==> config.mk <==
export PLATFORM = sky130hd
export DESIGN_NAME = byte_word_arith_logic_unit
export DESIGN_NICKNAME = d
export VERILOG_FILES = /design/src/logic/bw_alu_pkg.sv /design/src/logic/byte_word_arith_logic_unit.sv /design/src/logic/w1c_flag_bank.sv
export SDC_FILE = /design/constraint.sdc
export NUM_CORES = 1
export LEC_CHECK = 0
export CORE_UTILIZATION = 50
export DETAILED_ROUTE_END_ITERATION = 8
export DONT_BUFFER_PORTS = 1
export SLEW_MARGIN = 20
export SYNTH_ARGS = -nofsm -noshare
export SYNTH_HDL_FRONTEND = slang
export SYNTH_SLANG_ARGS = --single-unit
==> constraint.sdc <==
create_clock -name i_clk -period 4.23 [get_ports i_clk]
set_clock_uncertainty 0.1 [all_clocks]
set_input_delay 0.423 -clock i_clk [delete_from_list [all_inputs] [get_ports i_clk]]
set_output_delay 0.423 -clock i_clk [all_outputs]
set_load 0.01 [all_outputs]
==> src/logic/bw_alu_pkg.sv <==
// shared constants for the byte/word arithmetic and logic unit
// assumes a single core clock; status flags are held inside the unit
package bw_alu_pkg;

  // operation codes presented on i_op
  typedef enum logic [3:0] {
    OP_ADD                    = 4'h0,
    OP_ADD_CARRY              = 4'h1,
    OP_DIFF_REGISTERS         = 4'h2,
    OP_DIFF_CONSTANT          = 4'h3,
    OP_DIFF_REGISTERS_BORROW  = 4'h4,
    OP_DIFF_CONSTANT_BORROW   = 4'h5,
    OP_AND_REGISTERS          = 4'h6,
    OP_BITWISE_CONJ_CONST     = 4'h7,
    OP_OR_REGISTERS           = 4'h8,
    OP_BITWISE_DISJ_CONST     = 4'h9,
    OP_PAIR_PLUS_IMMEDIATE    = 4'hA,
    OP_PAIR_MINUS_IMMEDIATE   = 4'hB,
    OP_IO_BIT_SET             = 4'hC,
    OP_IO_BIT_CLEAR           = 4'hD
  } op_t;

  // sequencer states
  typedef enum logic [0:0] {
    ST_IDLE    = 1'b0,
    ST_WORD_HI = 1'b1
  } state_t;

  // status flag positions; C to H fill o_status, FLAG_W lies one bit above its six bits
  localparam int unsigned FLAG_C = 0;
  localparam int unsigned FLAG_Z = 1;
  localparam int unsigned FLAG_N = 2;
  localparam int unsigned FLAG_V = 3;
  localparam int unsigned FLAG_S = 4;
  localparam int unsigned FLAG_H = 5;
  localparam int unsigned FLAG_W = 6;

  // reset values
  localparam logic [5:0] STATUS_RESET = 6'h00;
  localparam logic [7:0] BYTE_RESET   = 8'h00;
  localparam logic [5:0] IO_RESET     = 6'h00;

  // io space reachable by single-bit set and clear
  localparam logic [5:0] IO_BIT_ADDR_MIN = 6'h00;
  localparam logic [5:0] IO_BIT_ADDR_MAX = 6'h1F;

  // default location of the write-one-to-clear flag register
  localparam logic [5:0] W1C_REG_ADDR = 6'h0E;

  // cycle counts from acceptance to result write
  localparam int unsigned BYTE_OP_CYCLES = 1;
  localparam int unsigned WORD_OP_CYCLES = 2;

endpackage

==> src/logic/byte_word_arith_logic_unit.sv <==
// arithmetic and logic execution unit of an 8-bit core, plus io bit set/clear
// assumes operands come from the register file in the cycle of i_start and
// that io read data answers o_io_raddr combinationally in that same cycle
//
// What this block does
// [RL1] Add with carry writes d+s+C and plain add writes d+s, flags Z C N V H, one cycle.
// [RL2] Pair plus immediate adds a constant to the high:low pair, flags Z C N V S, two cycles.
// [RL3] Constant and register subtract store d-K or d-s, flags Z C N V H, one cycle.
// [RL4] Register subtract with borrow stores d-s-C, flags Z C N V H, one cycle.
// [RL5] Constant subtract with borrow stores d-K-C, flags Z C N V H, one cycle.
// [RL6] Pair minus immediate subtracts a constant from the pair, flags Z C N V S, two cycles.
// [RL7] AND with register or constant writes in one cycle, keeping carry and half-carry.
// [RL8] OR with register or constant writes in one cycle, updating only Z N V S.
// [RL9] Certain peripheral flags clear on a written one and ignore a written zero.
// [RL10] Io bit set/clear reach only 0x00..0x1F and write back the whole byte read.
// [RL11] Z marks an all-zero result, N copies its top bit, H is carry or borrow out of bit 3.
// [RL12] S is N xor V, and V is signed overflow for arithmetic and zero for logic.
`timescale 1ns/1ps
module byte_word_arith_logic_unit #(
  parameter int unsigned W1C_WIDTH = 8,
  parameter logic [5:0]  W1C_ADDR  = bw_alu_pkg::W1C_REG_ADDR
) (
  input  wire logic                 i_clk,
  input  wire logic                 i_rst_n,
  input  wire logic                 i_ce,
  input  wire logic                 i_start,
  input  wire logic [3:0]           i_op,
  input  wire logic [7:0]           i_dst,
  input  wire logic [7:0]           i_src,
  input  wire logic [7:0]           i_pair_hi,
  input  wire logic [7:0]           i_pair_lo,
  input  wire logic [5:0]           i_word_k,
  input  wire logic [5:0]           i_io_addr,
  input  wire logic [2:0]           i_io_bit,
  input  wire logic [7:0]           i_io_rdata,
  input  wire logic [W1C_WIDTH-1:0] i_w1c_set,
  output logic                      o_ready,
  output logic [5:0]                o_io_raddr,
  output logic [7:0]                o_result,
  output logic [7:0]                o_result_hi,
  output logic                      o_wr,
  output logic                      o_wr_pair,
  output logic [5:0]                o_status,
  output logic                      o_io_we,
  output logic [5:0]                o_io_waddr,
  output logic [7:0]                o_io_wdata,
  output logic                      o_refused,
  output logic [W1C_WIDTH-1:0]      o_w1c_flags
);

  // refuse a flag register placed where bit set/clear cannot reach it
  if (W1C_ADDR > bw_alu_pkg::IO_BIT_ADDR_MAX) begin : g_addr_check
    $error("byte_word_arith_logic_unit: W1C_ADDR beyond bit-op io range");
  end

  bw_alu_pkg::state_t state_q, state_d;
  logic [5:0]         flags_q, flags_d;
  logic [7:0]         res_q, res_d;
  logic [7:0]         res_hi_q, res_hi_d;
  logic               wr_q, wr_d;
  logic               wr_pair_q, wr_pair_d;
  logic [7:0]         word_lo_q, word_lo_d;
  logic [7:0]         word_hi_q, word_hi_d;
  logic               word_c_q, word_c_d;
  logic               word_sub_q, word_sub_d;
  logic               io_we_q, io_we_d;
  logic [5:0]         io_waddr_q, io_waddr_d;
  logic [7:0]         io_wdata_q, io_wdata_d;
  logic               refused_q, refused_d;

  bw_alu_pkg::op_t    op;
  logic               take;
  logic               is_sub;
  logic               cin;
  logic [8:0]         sum9;
  logic [4:0]         nib5;
  logic [8:0]         lo9;
  logic [8:0]         hi9;
  logic [15:0]        r16;
  logic [7:0]         io_rd;
  logic [7:0]         bit_mask;
  logic [W1C_WIDTH-1:0] w1c_flags;

  assign op      = bw_alu_pkg::op_t'(i_op);
  assign o_ready = (state_q == bw_alu_pkg::ST_IDLE);
  assign take    = i_ce && i_start && o_ready;

  // byte adder/subtractor shared by all byte arithmetic
  always_comb begin
    is_sub = (op == bw_alu_pkg::OP_DIFF_REGISTERS) || (op == bw_alu_pkg::OP_DIFF_CONSTANT) ||
             (op == bw_alu_pkg::OP_DIFF_REGISTERS_BORROW) ||
             (op == bw_alu_pkg::OP_DIFF_CONSTANT_BORROW);
    cin    = flags_q[bw_alu_pkg::FLAG_C] &&
             ((op == bw_alu_pkg::OP_ADD_CARRY) ||
              (op == bw_alu_pkg::OP_DIFF_REGISTERS_BORROW) ||
              (op == bw_alu_pkg::OP_DIFF_CONSTANT_BORROW)); // [RL1] [RL4] [RL5]
    if (is_sub) begin
      sum9 = {1'b0, i_dst} - {1'b0, i_src} - {8'h00, cin}; // [RL3]
      nib5 = {1'b0, i_dst[3:0]} - {1'b0, i_src[3:0]} - {4'h0, cin};
    end else begin
      sum9 = {1'b0, i_dst} + {1'b0, i_src} + {8'h00, cin};
      nib5 = {1'b0, i_dst[3:0]} + {1'b0, i_src[3:0]} + {4'h0, cin};
    end
  end

  // word halves: low byte in the first cycle, high byte with its carry in the second
  always_comb begin
    if (op == bw_alu_pkg::OP_PAIR_MINUS_IMMEDIATE) begin
      lo9 = {1'b0, i_pair_lo} - {3'b000, i_word_k}; // [RL6]
    end else begin
      lo9 = {1'b0, i_pair_lo} + {3'b000, i_word_k}; // [RL2]
    end
    if (word_sub_q) begin
      hi9 = {1'b0, word_hi_q} - {8'h00, word_c_q};
    end else begin
      hi9 = {1'b0, word_hi_q} + {8'h00, word_c_q};
    end
    r16 = {hi9[7:0], word_lo_q};
  end

  // io read path: the flag bank answers at its own address
  always_comb begin
    io_rd = i_io_rdata;
    if (i_io_addr == W1C_ADDR) begin
      io_rd = '0;
      io_rd[W1C_WIDTH-1:0] = w1c_flags;
    end
    bit_mask = 8'h01 << i_io_bit;
  end

  // next-state and result computation
  always_comb begin
    state_d    = state_q;
    flags_d    = flags_q;
    res_d      = res_q;
    res_hi_d   = res_hi_q;
    wr_d       = 1'b0;
    wr_pair_d  = 1'b0;
    word_lo_d  = word_lo_q;
    word_hi_d  = word_hi_q;
    word_c_d   = word_c_q;
    word_sub_d = word_sub_q;
    io_we_d    = 1'b0;
    io_waddr_d = io_waddr_q;
    io_wdata_d = io_wdata_q;
    refused_d  = 1'b0;
    unique case (state_q)
      bw_alu_pkg::ST_IDLE: begin
        if (take) begin
          unique case (op)
            bw_alu_pkg::OP_ADD, bw_alu_pkg::OP_ADD_CARRY,
            bw_alu_pkg::OP_DIFF_REGISTERS, bw_alu_pkg::OP_DIFF_CONSTANT,
            bw_alu_pkg::OP_DIFF_REGISTERS_BORROW, bw_alu_pkg::OP_DIFF_CONSTANT_BORROW: begin
              res_d = sum9[7:0];
              wr_d  = 1'b1; // [RL1] [RL3] [RL4] [RL5]
              flags_d[bw_alu_pkg::FLAG_C] = sum9[8];
              flags_d[bw_alu_pkg::FLAG_Z] = (sum9[7:0] == 8'h00); // [RL11]
              flags_d[bw_alu_pkg::FLAG_N] = sum9[7];
              flags_d[bw_alu_pkg::FLAG_H] = nib5[4];
              if (is_sub) begin
                flags_d[bw_alu_pkg::FLAG_V] = (i_dst[7] != i_src[7]) && (sum9[7] != i_dst[7]);
              end else begin
                flags_d[bw_alu_pkg::FLAG_V] = (i_dst[7] == i_src[7]) && (sum9[7] != i_dst[7]);
              end
              flags_d[bw_alu_pkg::FLAG_S] = sum9[7] ^ flags_d[bw_alu_pkg::FLAG_V]; // [RL12]
            end
            bw_alu_pkg::OP_AND_REGISTERS, bw_alu_pkg::OP_BITWISE_CONJ_CONST,
            bw_alu_pkg::OP_OR_REGISTERS, bw_alu_pkg::OP_BITWISE_DISJ_CONST: begin
              if ((op == bw_alu_pkg::OP_AND_REGISTERS) ||
                  (op == bw_alu_pkg::OP_BITWISE_CONJ_CONST)) begin
                res_d = i_dst & i_src; // [RL7]
              end else begin
                res_d = i_dst | i_src; // [RL8]
              end
              wr_d = 1'b1;
              flags_d[bw_alu_pkg::FLAG_Z] = (res_d == 8'h00); // [RL11]
              flags_d[bw_alu_pkg::FLAG_N] = res_d[7];
              flags_d[bw_alu_pkg::FLAG_V] = 1'b0; // [RL12]
              flags_d[bw_alu_pkg::FLAG_S] = res_d[7];
            end
            bw_alu_pkg::OP_PAIR_PLUS_IMMEDIATE, bw_alu_pkg::OP_PAIR_MINUS_IMMEDIATE: begin
              word_lo_d  = lo9[7:0];
              word_c_d   = lo9[8];
              word_hi_d  = i_pair_hi;
              word_sub_d = (op == bw_alu_pkg::OP_PAIR_MINUS_IMMEDIATE);
              state_d    = bw_alu_pkg::ST_WORD_HI; // [RL2] [RL6]
            end
            bw_alu_pkg::OP_IO_BIT_SET, bw_alu_pkg::OP_IO_BIT_CLEAR: begin
              if (i_io_addr <= bw_alu_pkg::IO_BIT_ADDR_MAX) begin
                io_we_d    = 1'b1; // [RL10]
                io_waddr_d = i_io_addr;
                if (op == bw_alu_pkg::OP_IO_BIT_SET) begin
                  io_wdata_d = io_rd | bit_mask;
                end else begin
                  io_wdata_d = io_rd & ~bit_mask;
                end
              end else begin
                refused_d = 1'b1; // [RL10]
              end
            end
            default: begin
              refused_d = 1'b1; // unknown opcode
            end
          endcase
        end
      end
      bw_alu_pkg::ST_WORD_HI: begin
        res_d     = r16[7:0];
        res_hi_d  = r16[15:8];
        wr_d      = 1'b1;
        wr_pair_d = 1'b1; // [RL2] [RL6]
        flags_d[bw_alu_pkg::FLAG_Z] = (r16 == 16'h0000); // [RL11]
        flags_d[bw_alu_pkg::FLAG_N] = r16[15];
        if (word_sub_q) begin
          flags_d[bw_alu_pkg::FLAG_V] = word_hi_q[7] && !r16[15];
          flags_d[bw_alu_pkg::FLAG_C] = r16[15] && !word_hi_q[7];
        end else begin
          flags_d[bw_alu_pkg::FLAG_V] = !word_hi_q[7] && r16[15];
          flags_d[bw_alu_pkg::FLAG_C] = !r16[15] && word_hi_q[7];
        end
        flags_d[bw_alu_pkg::FLAG_S] = r16[15] ^ flags_d[bw_alu_pkg::FLAG_V]; // [RL12]
        state_d = bw_alu_pkg::ST_IDLE;
      end
      default: begin
        state_d = bw_alu_pkg::ST_IDLE;
      end
    endcase
  end

  // state registers, frozen while the clock enable is low
  always_ff @(posedge i_clk) begin
    if (!i_rst_n) begin
      state_q    <= bw_alu_pkg::ST_IDLE;
      flags_q    <= bw_alu_pkg::STATUS_RESET;
      res_q      <= bw_alu_pkg::BYTE_RESET;
      res_hi_q   <= bw_alu_pkg::BYTE_RESET;
      wr_q       <= 1'b0;
      wr_pair_q  <= 1'b0;
      word_lo_q  <= bw_alu_pkg::BYTE_RESET;
      word_hi_q  <= bw_alu_pkg::BYTE_RESET;
      word_c_q   <= 1'b0;
      word_sub_q <= 1'b0;
      io_we_q    <= 1'b0;
      io_waddr_q <= bw_alu_pkg::IO_RESET;
      io_wdata_q <= bw_alu_pkg::BYTE_RESET;
      refused_q  <= 1'b0;
    end else if (i_ce) begin
      state_q    <= state_d;
      flags_q    <= flags_d;
      res_q      <= res_d;
      res_hi_q   <= res_hi_d;
      wr_q       <= wr_d;
      wr_pair_q  <= wr_pair_d;
      word_lo_q  <= word_lo_d;
      word_hi_q  <= word_hi_d;
      word_c_q   <= word_c_d;
      word_sub_q <= word_sub_d;
      io_we_q    <= io_we_d;
      io_waddr_q <= io_waddr_d;
      io_wdata_q <= io_wdata_d;
      refused_q  <= refused_d;
    end
  end

  // write-back of a whole byte clears every flag that read as set, except the bit a clear op zeroes and any bit hardware sets in the write cycle
  w1c_flag_bank #(
    .WIDTH (W1C_WIDTH)
  ) u_w1c_flags (
    .i_clk   (i_clk),
    .i_rst_n (i_rst_n),
    .i_ce    (i_ce),
    .i_set   (i_w1c_set),
    .i_wr    (io_we_q && (io_waddr_q == W1C_ADDR)), // [RL9] [RL10]
    .i_wdata (io_wdata_q[W1C_WIDTH-1:0]),
    .o_flags (w1c_flags)
  );

  // outputs
  assign o_io_raddr  = i_io_addr;
  assign o_result    = res_q;
  assign o_result_hi = res_hi_q;
  assign o_wr        = wr_q;
  assign o_wr_pair   = wr_pair_q;
  assign o_status    = flags_q;
  assign o_io_we     = io_we_q;
  assign o_io_waddr  = io_waddr_q;
  assign o_io_wdata  = io_wdata_q;
  assign o_refused   = refused_q;
  assign o_w1c_flags = w1c_flags;

endmodule

==> src/logic/w1c_flag_bank.sv <==
// bank of peripheral status flags that hardware sets and a write of one clears
// assumes the write strobe and data are synchronous to i_clk
`timescale 1ns/1ps
module w1c_flag_bank #(
  parameter int unsigned WIDTH = 8
) (
  input  wire logic             i_clk,
  input  wire logic             i_rst_n,
  input  wire logic             i_ce,
  input  wire logic [WIDTH-1:0] i_set,
  input  wire logic             i_wr,
  input  wire logic [WIDTH-1:0] i_wdata,
  output logic      [WIDTH-1:0] o_flags
);

  logic [WIDTH-1:0] flags_q;
  logic [WIDTH-1:0] flags_d;

  // refuse widths the io byte cannot carry
  if (WIDTH < 1 || WIDTH > 8) begin : g_width_check
    $error("w1c_flag_bank: WIDTH must be 1 to 8");
  end

  // per bit: a one written clears, zero leaves alone, a hardware set wins
  for (genvar b = 0; b < WIDTH; b++) begin : g_bit
    always_comb begin
      flags_d[b] = flags_q[b];
      if (i_wr && i_wdata[b]) begin
        flags_d[b] = 1'b0; // [RL9]
      end
      if (i_set[b]) begin
        flags_d[b] = 1'b1;
      end
    end
  end

  // flag storage
  always_ff @(posedge i_clk) begin
    if (!i_rst_n) begin
      flags_q <= '0;
    end else if (i_ce) begin
      flags_q <= flags_d;
    end
  end

  assign o_flags = flags_q;

endmodule

=== Word-level counts from Yosys, hierarchy flattened ===
Index checks and enable logic that the tools add are counted.

* Add/sub/neg operators: 12
* Multiply operators: 0
* Divide/modulo/power cells: 0
* Magnitude comparators: 1
* Equality and inequality tests: 21
* Shift-type cells: 1
* Mux-type cells: 55
* Bitwise operators: 8
* Reductions and logical operators: 56

{| class="wikitable"
|+ Operators with widths
! kind !! number
|-
| 8-bit two-way mux || 8
|-
| 1-bit two-way mux || 36
|-
| 8-bit one-hot mux with 2 select lines || 2
|-
| 4-bit == test (second input constant) || 6
|-
| 9-bit two-way mux || 2
|-
| 2-bit AND reduction || 9
|-
| 8-bit bitwise AND || 2
|-
| 4-bit by 3-bit == test with 1-bit output (second input constant) || 4
|-
| 1-bit logical AND || 16
|-
| 16-bit logical NOT || 1
|-
| 8-bit logical NOT || 2
|-
| 8-bit OR || 2
|-
| 2-bit nonzero test || 8
|-
| 6-bit by 4-bit == test with 1-bit output (second input constant) || 2
|-
| 12-bit OR reduction || 1
|-
| 5-bit two-way mux || 2
|-
| 5-bit one-hot mux with 2 select lines || 1
|-
| 10-bit OR reduction || 1
|-
| 8-bit by 6-bit adder with 9-bit output || 1
|-
| 8-bit by 8-bit adder with 9-bit output || 1
|-
| 9-bit by 1-bit adder with 9-bit output || 1
|-
| 8-bit by 6-bit subtractor with 9-bit output || 1
|-
| 8-bit by 8-bit subtractor with 9-bit output || 1
|-
| 9-bit by 1-bit subtractor with 9-bit output || 1
|-
| other kinds (28) || 43
|}

* Bits in registers: 67
* Latch bits: 0
* Memory bits (writable): 0
* Memory bits (read-only): 0
* Input bits: 71
* Output and inout port bits: 55
* Logic and storage cells: 178
* Memories: 0

=== Logic depth before layout (Yosys ltp) ===
Gate-level depths: netlist of run 1.

* Word-level depth: 16
* Mapped depth: 15
* Gate-level depth less buffers: 14

=== Modules after synthesis ===
A second synthesis of run 1 with hierarchy kept.

* Cell total of the unflattened synthesis: 671
* Area, all modules: 5245.0 um^2

{| class="wikitable"
|+ Modules (own cells, without submodules)
! module !! times used !! cells an instance !! area an instance (um^2) !! sequential area each (um^2)
|-
| byte_word_arith_logic_unit || 1 || 636 || 4858.4 || 1181.1
|-
| w1c_flag_bank || 1 || 35 || 386.6 || 160.2
|}

=== Worst setup path after synthesis of run 1 ===
OpenSTA, ideal clock, no wires.

* Path type: input to register
* Start point: input i_op[1]
* End point: register res_q[7], in the netlist o_result[7]
* Setup time: 126 ps
* Arrival: 2866 ps
* Required time: 4004 ps
* Slack: 1138 ps
* Stages: 13
* Buffers on the path: 2
* Cell sequence: buf_6 -> clkbuf_1 -> nor3_1 -> nand2_1 -> fa_1 -> ha_1 -> a211oi_2 -> o21ai_1 -> a31oi_1 -> xor2_1 -> a221oi_1 -> o21ai_0 -> a21oi_1

* Cells in the longest elaborated chain, start to end: 9
* Elaborated cells between the ends (all ways): 31
* Classes of those cells: add/sub (2); eq/ne (10); mux (8); reduce/logical (11)

{| class="wikitable"
|+ Ends and longest elaborated chain
! item !! line !! text
|-
| from (decl) || byte_word_arith_logic_unit.sv:27 || <nowiki>input wire logic [3:0] i_op,</nowiki>
|-
| 4-bit by 1-bit == test with 1-bit output, or another cell as far along || byte_word_arith_logic_unit.sv:94, byte_word_arith_logic_unit.sv:150 ||
|-
| 1-bit logical OR, on equally long branches || byte_word_arith_logic_unit.sv:94, byte_word_arith_logic_unit.sv:169 ||
|-
| 1-bit logical OR or 8-bit two-way mux (tied branches) || byte_word_arith_logic_unit.sv:95, byte_word_arith_logic_unit.sv:169 ||
|-
| 1-bit logical AND or 8-bit two-way mux (tied branches) || byte_word_arith_logic_unit.sv:93, byte_word_arith_logic_unit.sv:150 ||
|-
| 9-bit by 1-bit adder with 9-bit output, or another cell as far along || byte_word_arith_logic_unit.sv:101 || <nowiki>sum9 = {1'b0, i_dst} + {1'b0, i_src} + {8'h00, cin};</nowiki>
|-
| 9-bit two-way mux or 8-bit two-way mux (tied branches) || byte_word_arith_logic_unit.sv:97, byte_word_arith_logic_unit.sv:147 ||
|-
| 8-bit one-hot mux with 2 select lines || byte_word_arith_logic_unit.sv:150 || <nowiki>unique case (op)</nowiki>
|-
| 8-bit two-way mux || byte_word_arith_logic_unit.sv:149 || <nowiki>if (take) begin</nowiki>
|-
| 8-bit one-hot mux with 2 select lines || byte_word_arith_logic_unit.sv:147 || <nowiki>unique case (state_q)</nowiki>
|-
| to (signal assigned) || byte_word_arith_logic_unit.sv:235 || <nowiki>res_q <= bw_alu_pkg::BYTE_RESET;</nowiki>
|-
| to (signal assigned) || byte_word_arith_logic_unit.sv:250 || <nowiki>res_q <= res_d;</nowiki>
|-
| to (decl) || byte_word_arith_logic_unit.sv:58 || <nowiki>logic [7:0] res_q, res_d;</nowiki>
|}

Parallel ways exist; a longest one is shown, timed or not. The select of a mux whose other input is x is not followed.
A chain may end at the register's enable or synchronous reset.

=== Worst setup path after layout of run 1 ===
* Start point: register flags_q[0], in the netlist o_status[0]
* End point: register flags_q[2], in the netlist o_status[2]

* Cells in the longest elaborated chain, start to end: 6
* Elaborated cells between the ends (all ways): 7
* Classes of those cells: add/sub (2); mux (4); reduce/logical (1)

{| class="wikitable"
|+ Ends and longest elaborated chain
! item !! line !! text
|-
| from (decl) || byte_word_arith_logic_unit.sv:57 || <nowiki>logic [5:0] flags_q, flags_d;</nowiki>
|-
| from (signal assigned) || byte_word_arith_logic_unit.sv:234 || <nowiki>flags_q <= bw_alu_pkg::STATUS_RESET;</nowiki>
|-
| from (signal assigned) || byte_word_arith_logic_unit.sv:249 || <nowiki>flags_q <= flags_d;</nowiki>
|-
| 1-bit logical AND (*) || byte_word_arith_logic_unit.sv:93 || <nowiki>cin = flags_q[bw_alu_pkg::FLAG_C] &&</nowiki>
|-
| 9-bit by 1-bit adder with 9-bit output or 9-bit by 1-bit subtractor with 9-bit output (tied branches) || byte_word_arith_logic_unit.sv:101, byte_word_arith_logic_unit.sv:98 ||
|-
| 9-bit two-way mux (*) || byte_word_arith_logic_unit.sv:97 || <nowiki>if (is_sub) begin</nowiki>
|-
| 4-bit one-hot mux with 2 select lines (*) || byte_word_arith_logic_unit.sv:150 ||
|-
| 5-bit two-way mux (*) || byte_word_arith_logic_unit.sv:149 ||
|-
| 5-bit one-hot mux with 2 select lines (*) || byte_word_arith_logic_unit.sv:147 ||
|}

Mark *: on every way between the ends. The rest lies on a longest branch, timed or not. The select of a mux whose other input is x is not followed.

==> results of run 1 <==
state kept, by name (all words and copies together) (netlist names), 6 cells and up:
| name | cells |
|---|---|
| o_io_waddr | 6 |
| u_w1c_flags.o_flags | 8 |
| word_lo_q | 8 |
| o_status | 6 |
| word_hi_q | 8 |
| o_result_hi | 8 |
| o_result | 8 |
| o_io_wdata | 8 |
per-layer routing:
metal  vias up  part of all wire (%)
met5         -                     0
met4         0                  0.96
met3        10                   7.5
met2       132                    44
met1      1986                    47
li1       2199                     -
logic make-up (layout without fill, tap and decap cells):
logic type	Yosys count	after routing
AO/OA/AOI/OAI	176	176
XOR/XNOR	30	30
adder cells (fa/ha/maj)	52	52
buffers and inverters	77	57
flip-flops	67	67
multiplexers	13	13
AND/OR/NAND/NOR	228	228
cell usage after synthesis (15+ instances only):
| cell type | number |
|---|---|
| inv_1 | 39 |
| nor2b_1 | 16 |
| a21oi_1 | 39 |
| dfxtp_1 | 67 |
| nor2_1 | 39 |
| xor2_1 | 15 |
| clkbuf_1 | 20 |
| nand2_1 | 91 |
| nand3_1 | 15 |
| a21boi_0 | 30 |
| ha_1 | 46 |
| o21ai_0 | 34 |
area by class of cell:
class | count | area [sq um] | share of cell area, %
Tap cell | 133 | 166 | 3.16
Sequential cell | 67 | 1340 | 25.5
Clock inverter | 6 | 47.5 | 0.903
Multi-Input combinational cell | 499 | 3410 | 64.8
Clock buffer | 10 | 138 | 2.62
Inverter | 39 | 146 | 2.78
Timing Repair Buffer | 2 | 15.0 | 0.285
power by group through the flow:
stage,registers (uW),logic (uW),clock network (uW)
2_1_floorplan,682,318,0
3_3_place_gp,689,362,0
3_5_place_dp,689,366,0
4_1_cts,674,369,522
5_1_grt,677,416,549
6_report,674,371,509
worst paths after layout:
check | from | end | slack, ns | cells past startpoint
setup / recovery | o_status[0]$_SDFFE_PN0P_ | o_status[2]$_SDFFE_PN0P_ | 1.18 | 10
hold / removal | i_rst_n | o_result_hi[3]$_SDFFE_PN0P_ | 0.1 | 1
setup reg to reg | o_status[0]$_SDFFE_PN0P_ | o_status[2]$_SDFFE_PN0P_ | 1.18 | 10
hold reg to reg | word_hi_q[0]$_SDFFE_PN0P_ | word_hi_q[0]$_SDFFE_PN0P_ | 0.37 | 2
metrics by stage:
| stage | power [uW] | std cells | hold WS, ns |
|---|---|---|---|
| 2_1_floorplan | 1000 | 643 | 0.343 |
| 3_3_place_gp | 1050 | 740 | 0.360 |
| 3_5_place_dp | 1060 | 740 | 0.362 |
| 4_1_cts | 1570 | 756 | 0.0749 |
| 5_1_grt | 1640 | 756 | 0.0731 |
| 6_report | 1550 | 756 | 0.0958 |
==> key figures, run 1 <==
Worst setup path
  • Critical path type: reg -> reg
  • CP max stage cell: dfxtp_1
  • CP Launch Type: flip-flop
  • Cells along the critical path: nand2_1 -> fa_1 -> ha_1 -> a211oi_2 -> o21ai_1 -> a31oi_1 -> xor2_1 -> a221oi_1 -> o21ai_0 -> a21oi_1
  • CP Buf/Inv Count: 0
  • CP endpoint kind: flip-flop
  • CP arrival: 3.18 ns
  • Largest stage delay on the critical path: 0.45 ns
  • Required @ worst endpoint: approximately 4.4 ns
  • Crit path max-delay family: compound AO/OA/AOI/OAI gates
  • Critical path fanouts, max: 4

Run status
  • Status: finished, final reports clean

Timing
  • Final Hold Viols: 0
  • Worst slew margin: 33.9%
  • RSZ-0062 raised after global routing: no
  • Period utilization: between 70 and 80%
  • Worst slew pin tran: 0.990 ns
  • Setup total negative slack: 0 ns
  • Final-report setup violation count: 0
  • Final worst slack: approximately 1.2 ns
  • Final period demand of the worst path: 3.05 ns
  • Final Slew Violations: 0
  • Fmax: around 330 MHz

Power
  • Internal power: 1050 uW
  • VDD IR-drop max: 0.154 mV
  • Logic pwr share: between 20% and 30%
  • Pwr Density: 295 nW/um^2
  • Switching part of the total: 32.7%
  • Sequential share of power: 43.4%
  • Psw: 508 uW
  • Clk pwr share: 32.8%
  • Pleak: 0.00212 uW

Yosys
  • Synth Area in Compound Gates: about 23%
  • Post-synthesis mux area share: between 2 and 3%
  • Post-synthesis xor/xnor area fraction: 5.31%
  • Main combinational cell family by area after synthesis: compound AO/OA/AOI/OAI gates
  • Top post-synthesis cells by area: dfxtp_1 (26%), ha_1 (11%), nand2_1 (6.7%), a21boi_0 (4.4%), a21oi_1 (3.8%)
  • Post-synth EDFFs: 0
  • Post-synthesis sequential area ratio: 26.3%
  • Seq cells post-synth: 67
  • Synthesized Nets: 766
  • Cell variety after synth: 69
  • FFs w/ async S/R, synth: 0%
  • Synth top area share: a little over a quarter
  • Synth Area in Simple Gates: 22.0%
  • Synthesized area: 5090 sq um
  • Post-Syn Instances: approximately 640
  • Largest area contributor in the netlist: dfxtp_1
  • Synth Flop Type: dfxtp_1
  • Syn. warnings: 0
  • Post-Synth Adder-Cell Area: about 14%
  • Syn avg cell area: 7.92 sq um

CTS
  • Root buffer cell: clkbuf_8
  • Hold-fix buffers, CTS: 0
  • Worst-skew pair later-pin latency: 0.35 ns
  • TritonCTS Sinks: 67
  • Clock-pin transition on the worst setup and hold timing paths: roughly 0.090 ns
  • CTS tree: yes
  • Cts bufs inserted: 9
  • Postcts setup bufs: 0
  • Htree depth: 3
  • CTS resizes: 0
  • Clk buf depth: 2

Global routing
  • Gr busiest metal: met2
  • Grt met1 use: about 31%
  • GRT met3 Usage: 6.71%
  • Met2 usage: 39.3%
  • GRT overflow: 0
  • Pin count of the biggest net entering global routing: roughly 70
  • Initial antenna violation count: 0
  • GRT Overall Usage: between 20% and 30%
  • First-pass GRT wire length: between 15 and 20 mm
  • Number of global-route vias before repair: 4,074

Floorplanning
  • Core ar.: 9820 sq um
  • Die area: 10,600 sq um
  • Die height: 103 microns
  • Starting Density: 51.8%
  • Die X: 103 microns
  • Ports: between 100 and 150
  • Row count: 36

Placed design
  • GPL Wtd Cong: 0.872
  • Post-detail-place hpwl: 9.69 mm
  • I/O Buffers: 0
  • DP Area: 5080 sq um
  • DP Worst Slack: 1.06 ns

Route
  • Residual DRC: 0
  • Wirelength per Cell: 16.7 microns
  • First-pass detailed-route iteration total: 4
  • Routed Antenna Nets: 0
  • DR vias/cell: 5.72
  • Vias: 4,327
  • DRC violation total after the first TritonRoute iteration: 242
  • Post-Route WL: 12.6 mm

Final layout
  • Commonest cells after routing, fill and taps aside: nand2_1 (91), dfxtp_1 (67), ha_1 (46)
  • Inserted Diodes: 0
  • Share of layout cells above drive strength 1: under 10%
  • Post-layout util: 53.6%
  • Fillers: 993
  • Nets: ~740
  • Design Area, Final: around 5300 sq um
  • Area grow syn2layout: 3.37%
  • Most common cell after layout, fill and taps aside: nand2_1

Job
  • Max_cap viols: 0

Min path
  • Worst hold path class: in -> reg
Power figures use the tool's default switching activity.
==> run 2, diff against run 1 <==
Settings changed: PLACE_DENSITY from default to 0.68.
Clock period 4.23 ns to 2.8 ns, I/O delays scaled along.
==> run 2 against run 1 <==
  * Final cell count is 4.1% higher
  * Worst setup slack worse by 1.1 ns
  * Global-route usage is 1.3 points higher
  * Wire length is 5.2% higher
  * Via count is 5.0% higher
  * Clock-buffer cell count is 3 higher
  * First-iteration DRC count is 2.9% lower
  * Largest power group unchanged
  * Non-clock buffer count is 31 higher
  * Critical path type unchanged
  * Fmax is 14% higher
==> key figures, run 2 (synthesis results as in run 1) <==
Power
  • Pwr Density: 448 nW/um^2 (+52%)
  • Psw: 776 uW (+53%)
  • Internal power: 1740 uW (+67%)
  • Pleak: 0.00229 uW (+8.2%)
  • Power, Total: 2520 uW (+62%)
  • Switching part of the total: 30.8% (-1.9 points)
  • Clk pwr share: 33.8% (+1.0 points)
  • Logic pwr share: 25.9% (+2.0 points)
  • VDD IR-drop max: 0.241 mV (+56%)
  • Sequential share of power: 40.4% (-3.0 points)

CTS
  • Clock-pin transition on the worst setup and hold timing paths: 0.08 ns (about the same)
  • TritonCTS Sinks: 67 (unchanged)
  • CTS tree: yes
  • Cts bufs inserted: 9 (unchanged)
  • Clk buf depth: 2 (unchanged)
  • Htree depth: 3 (unchanged)
  • Root buffer cell: clkbuf_8
  • Worst-skew pair later-pin latency: 0.34 ns (about the same)
  • Postcts setup bufs: 0 (unchanged)

Global routing
  • GRT overflow: 0 (unchanged)
  • First-pass GRT wire length: 20.6 mm (+5.0%)
  • Initial antenna violation count: 0 (unchanged)
  • Pin count of the biggest net entering global routing: 66 (-7.0%)
  • GRT Overall Usage: 25.2% (+1.3 points)
  • Number of global-route vias before repair: 4,160 (+2.1%)

Timing
  • Period utilization: 95.7% (+24 points)
  • Final period demand of the worst path: 2.68 ns (-0.368 ns)
  • Worst slew pin tran: 0.649 ns (-0.341 ns)
  • Final Slew Violations: 0 (unchanged)
  • Fmax: 373 MHz (+14%)
  • Worst-case hold slack: 0.0130 ns (-0.0828 ns)
  • Final Hold Viols: 0 (unchanged)
  • Worst slew margin: 56.6% (+23 points)
  • Final worst slack: 0.121 ns (-1.06 ns)
  • Final-report setup violation count: 0 (unchanged)

Route
  • Post-Route WL: 13.3 mm (+5.2%)
  • First-pass detailed-route iteration total: 5 (+1)
  • Wirelength per Cell: 16.9 microns (+1.1%)
  • DR vias/cell: 5.77 (+0.83%)
  • Residual DRC: 0 (unchanged)
  • DRC violation total after the first TritonRoute iteration: 235 (-2.9%)
  • Vias: 4,542 (+5.0%)
  • Routed Antenna Nets: 0 (unchanged)

Run status
  • Status: finished, final reports clean

Floorplanning
  • Ports: 126 (unchanged)
  • Core ar.: 9820 sq um (unchanged)
  • Die X: 103 microns (unchanged)
  • Die area: 10,600 sq um (unchanged)
  • Starting Density: 51.8% (unchanged)
  • Die height: 103 microns (unchanged)
  • Row count: 36 (unchanged)

Worst setup path
  • CP Buf/Inv Count: 0 (unchanged)
  • Critical path fanouts, max: 4 (unchanged)
  • CP endpoint kind: flip-flop
  • CP arrival: 2.86 ns (-0.32 ns)
  • CP max stage cell: dfxtp_1
  • Cells along the critical path: nand2_1 -> fa_2 -> ha_1 -> a211oi_2 -> o21ai_1 -> a31oi_2 -> xor2_2 -> a221oi_2 -> o21ai_1 -> a21oi_1
  • Largest stage delay on the critical path: 0.35 ns (-0.10 ns)
  • Crit path max-delay family: compound AO/OA/AOI/OAI gates
  • CP most frequent cell: o21ai_1
  • CP Launch Type: flip-flop
  • Required @ worst endpoint: 2.98 ns (-1.38 ns)
  • Critical path type: reg -> reg

Placed design
  • Post-detail-place hpwl: 10.1 mm (+3.9%)
  • I/O Buffers: 0 (unchanged)
  • Dpl cells: 755 (+2.0%)
  • DP Worst Slack: -0.0464 ns (-1.11 ns)
  • GPL Wtd Cong: 0.907 (+4.0%)
  • DP Area: 5210 sq um (+2.6%)

Final layout
  • Area grow syn2layout: 10.5%
  • Most common cell after layout, fill and taps aside: nand2_1
  • Inserted Diodes: 0 (unchanged)
  • Commonest cells after routing, fill and taps aside: nand2_1 (91), dfxtp_1 (67), ha_1 (46)
  • Final std cells w/o fill: 787 (+4.1%)
  • Nets: 772 (+4.2%)
  • Share of layout cells above drive strength 1: 9.02% (+3.4 points)
  • Design Area, Final: 5630 sq um (+6.9%)

Job
  • Max_cap viols: 0 (unchanged)

Min path
  • Worst hold path class: in -> reg
[run 2: cell count changes in the layout (fill, tap and decap cells not counted), moves of 2 or more]
cell	delta
clkbuf_1	+2
inv_6	-2
clkinvlp_4	-3
fa_1	-2
fa_2	+2
buf_4	+15
dlygate4sd3_1	+15
[run 2: path summary, 6_finish.rpt]
kind,start,cells past startpoint,end,slack (ns)
max reg2reg,o_status[0]$_SDFFE_PN0P_,10,o_status[2]$_SDFFE_PN0P_,0.12
min,i_rst_n,2,word_lo_q[7]$_SDFFE_PN0P_,0.01
max,o_status[0]$_SDFFE_PN0P_,10,o_status[2]$_SDFFE_PN0P_,0.12
min reg2reg,word_hi_q[0]$_SDFFE_PN0P_,2,word_hi_q[0]$_SDFFE_PN0P_,0.38
[run 2: area by class of cell]
| cell class | count | area, sq um |
|---|---|---|
| Clock inverter | 3 | 46.3 |
| Multi-Input combinational cell | 499 | 3470 |
| Inverter | 39 | 146 |
| Clock buffer | 13 | 159 |
| Tap cell | 133 | 166 |
| Timing Repair Buffer | 33 | 298 |
| Fill cell | 978 | 4190 |
| Sequential cell | 67 | 1340 |
[run 2: timing repair]
item / in CTS / in global routing
gates resized for setup: 0 / 8
hold buffers: 16 / 0
endpoints found under the hold margin: 65 / 0
endpoints found under the setup margin: 0 / 7
[run 2: stage by stage]
stage / util (%) / TNS [ns]
2_1_floorplan: - / -0.0178
4_1_cts: 56.9 / 0
3_5_place_dp: 53.1 / -0.124
3_3_place_gp: 53.1 / 0
5_1_grt: 57.3 / -0.0448
6_report: 57.3 / 0
[run 2: routing by layer]
layer / share of wire (%) / GRT usage (%) / up-vias
li1: - / - / 2255
met1: 46 / 33.1 / 2128
met2: 46 / 40.7 / 143
met3: 7.4 / 7.12 / 16
met4: 1.1 / 6.72 / 0
met5: 0 / 0 / -
[run 2: power groups by stage]
stage          Sequential, uW  Clock (uW)  Combinational (uW)
6_report                 1020         851                 652
5_1_grt                  1020         908                 724
4_1_cts                  1020         867                 630
3_5_place_dp             1040           0                 594
3_3_place_gp             1040           0                 583
2_1_floorplan            1030           0                 487
[run 2: worst reg2reg max path, cell delays in order (launching register included)]
cell and delay [ns]:
dfxtp_1 0.35, nand2_1 0.09, fa_2 0.35, ha_1 0.31, a211oi_2 0.30, o21ai_1 0.15, a31oi_2 0.20, xor2_2 0.14
a221oi_2 0.33, o21ai_1 0.13, a21oi_1 0.16
==> run 3, diff against run 2 <==
Settings changed: PLACE_DENSITY 0.68 to default, PLACE_DENSITY_LB_ADDON from default to 0.05, RECOVER_POWER from default to 100.
==> run 3 against run 2 <==
  * Power is 1.5% lower
  * First-iteration DRC count is 38% lower
  * Worst setup slack better by 0.014 ns
  * Die area stayed put
  * Combinational power is 2% lower
  * Sequential cell count stayed put
  * Fmax is 0.53% higher
  * Critical path type unchanged
  * Largest power group unchanged
==> key figures, run 3 (synthesis results as in run 1) <==
Run status
  • Status: finished, final reports clean

Floorplanning
  • Starting Density: 51.8% (unchanged)
  • Die height: 103 microns (unchanged)
  • Ports: 126 (unchanged)
  • Die X: 103 microns (unchanged)
  • Row count: 36 (unchanged)
  • Die area: 10,600 sq um (unchanged)
  • Core ar.: 9820 sq um (unchanged)

Global routing
  • First-pass GRT wire length: 21.3 mm (+3.2%)
  • GRT Overall Usage: 26.4% (+1.1 points)
  • GRT overflow: 0 (unchanged)
  • Pin count of the biggest net entering global routing: 67 (+1.5%)
  • Number of global-route vias before repair: 4,160 (unchanged)
  • Initial antenna violation count: 0 (unchanged)

Worst setup path
  • Critical path type: reg -> reg
  • CP endpoint kind: flip-flop
  • R2r setup slk: 0.14 ns (about the same)
  • CP Launch Type: flip-flop
  • Setup crit end: o_status[0]$_SDFFE_PN0P_
  • R2R Path End: o_status[0]$_SDFFE_PN0P_
  • Critical path fanouts, max: 8 (+4)
  • R2r worst-path depth: 10 (unchanged)
  • Required @ worst endpoint: 2.99 ns (about the same)
  • Setup crit start: word_sub_q$_SDFFE_PN0P_
  • CP arrival: 2.86 ns (about the same)
  • R2R Path Start: word_sub_q$_SDFFE_PN0P_

CTS
  • Htree depth: 3 (unchanged)
  • TritonCTS Sinks: 67 (unchanged)
  • Postcts setup bufs: 0 (unchanged)
  • Cts bufs inserted: 9 (unchanged)
  • Worst-skew pair later-pin latency: 0.36 ns (+0.02 ns)
  • Clk buf depth: 2 (unchanged)
  • Clock-pin transition on the worst setup and hold timing paths: 0.08 ns (about the same)
  • CTS tree: yes
  • Root buffer cell: clkbuf_8

Placed design
  • Post-detail-place hpwl: 10.1 mm (+0.75%)
  • GPL Wtd Cong: 0.867 (-4.4%)
  • I/O Buffers: 0 (unchanged)

Power
  • VDD IR-drop max: 0.251 mV (+4.3%)
  • Pleak: 0.00227 uW (-1.3%)
  • Power, Total: 2480 uW (-1.5%)
  • Pwr Density: 445 nW/um^2 (-0.69%)

Timing
  • Final Hold Viols: 0 (unchanged)
  • Worst slew margin: 19.2% (-37 points)
  • Fmax: 375 MHz (+0.53%)
  • Final period demand of the worst path: 2.66 ns (-0.0142 ns)
  • Final Slew Violations: 0 (unchanged)
  • Final-report setup violation count: 0 (unchanged)
  • Period utilization: 95.2% (-0.51 points)
  • Worst slew pin tran: 1.21 ns (+0.563 ns)

Final layout
  • Fillers: 981 (+0.31%)
  • Post-layout util: 56.8% (-0.48 points)
  • Inserted Diodes: 0 (unchanged)
  • Share of layout cells above drive strength 1: 7.63% (-1.4 points)
  • Storage element area: 1340 sq um (unchanged)
  • Area grow syn2layout: 9.58%
  • Area of the multi-input gates: 3430 sq um (-1.0%)
  • Most common cell after layout, fill and taps aside: nand2_1
  • Commonest cells after routing, fill and taps aside: nand2_1 (91), dfxtp_1 (67), ha_1 (46)
  • Nets: 773 (+0.13%)

Route
  • Post-Route WL: 13.7 mm (+3.3%)
  • Wirelength per Cell: 17.4 microns (+3.2%)
  • DR vias/cell: 5.72 (-0.83%)
  • Vias: 4,510 (-0.70%)
  • Residual DRC: 0 (unchanged)
  • DRC violation total after the first TritonRoute iteration: 146 (-38%)
  • Routed Antenna Nets: 0 (unchanged)
  • First-pass detailed-route iteration total: 4 (-1)

Job
  • Max_cap viols: 0 (unchanged)

Min path
  • Worst hold path class: in -> reg
-- run 3: cell count changes in the layout (fill, tap and decap cells not counted), sizes merged --
cell	before	now
clkinvlp	1	2
clkbuf	13	14
clkinv	1	3
dlygate4sd3	15	16
buf	18	13
inv	39	40
-- run 3: how the worst min path moves through the flow --
stage / startpoint / end / slack, ns / depth (start not counted)
floorplan: i_io_addr[0] / o_io_waddr[0]$_SDFFE_PN0P_ / 0.32 / 2
global placement: i_rst_n / o_result_hi[3]$_SDFFE_PN0P_ / 0.31 / 1
detailed placement: i_rst_n / o_result_hi[2]$_SDFFE_PN0P_ / 0.31 / 1
CTS: i_ce / u_w1c_flags.o_flags[3]$_SDFFE_PN0P_ / 0.003 / 2
global route: i_rst_n / word_lo_q[7]$_SDFFE_PN0P_ / 0.02 / 2
finish: i_rst_n / word_lo_q[7]$_SDFFE_PN0P_ / 0.01 / 2
-- run 3: per-layer routing --
layer	global-route usage, %	wire length [microns]
met1	34.9	6220
met2	41.7	6190
met3	7.05	1080
met4	8.45	215
met5	0	0
-- run 3: cell type report --
class	instances	area share, %
clock buffers	9	2.22
clock inverters	7	1.37
inverters	39	2.62
multi-input cells	499	61.6
flip-flops and latches	67	24.0
well taps	133	2.98
repair buffers	34	5.20
-- run 3: worst max-delay path, cell delays in order, from the launching register on --
cell and delay (ns):
dfxtp_1 0.31, nand2b_1 0.29, ha_1 0.42, o211a_1 0.19
o31ai_2 0.09, a32oi_2 0.32, xnor2_1 0.15, buf_2 0.19
nand4b_1 0.11, o211ai_1 0.19, o221a_1 0.22
-- run 3: power breakdown --
group | leakage [uW] | switching, uW | internal, uW | total (uW)
sequential | 0.000544 | 35.3 | 982 | 1020
clock | 0.0000958 | 410 | 415 | 825
combinational | 0.00163 | 349 | 291 | 640
total | 0.00227 | 795 | 1690 | 2480
-- run 3: what timing repair did --
action	CTS	global route
gates resized for setup	0	3
endpoints found under the hold margin	65	0
setup endpoints to repair	0	4
hold buffers	17	0
-- run 3: stage by stage --
step	setup TNS, ns	instances	worst slack (ns)	instance area, sq um	hold slack [ns]
floorplan	-0.0178	643	-0.0135	5120	0.325
global placement	0	755	0.118	5210	0.307
detailed placement	0	755	0.0436	5210	0.310
CTS	0	788	0.135	5590	0.00251
global route	-0.00906	788	-0.00906	5580	0.0172
finish	0	788	0.136	5580	0.0137
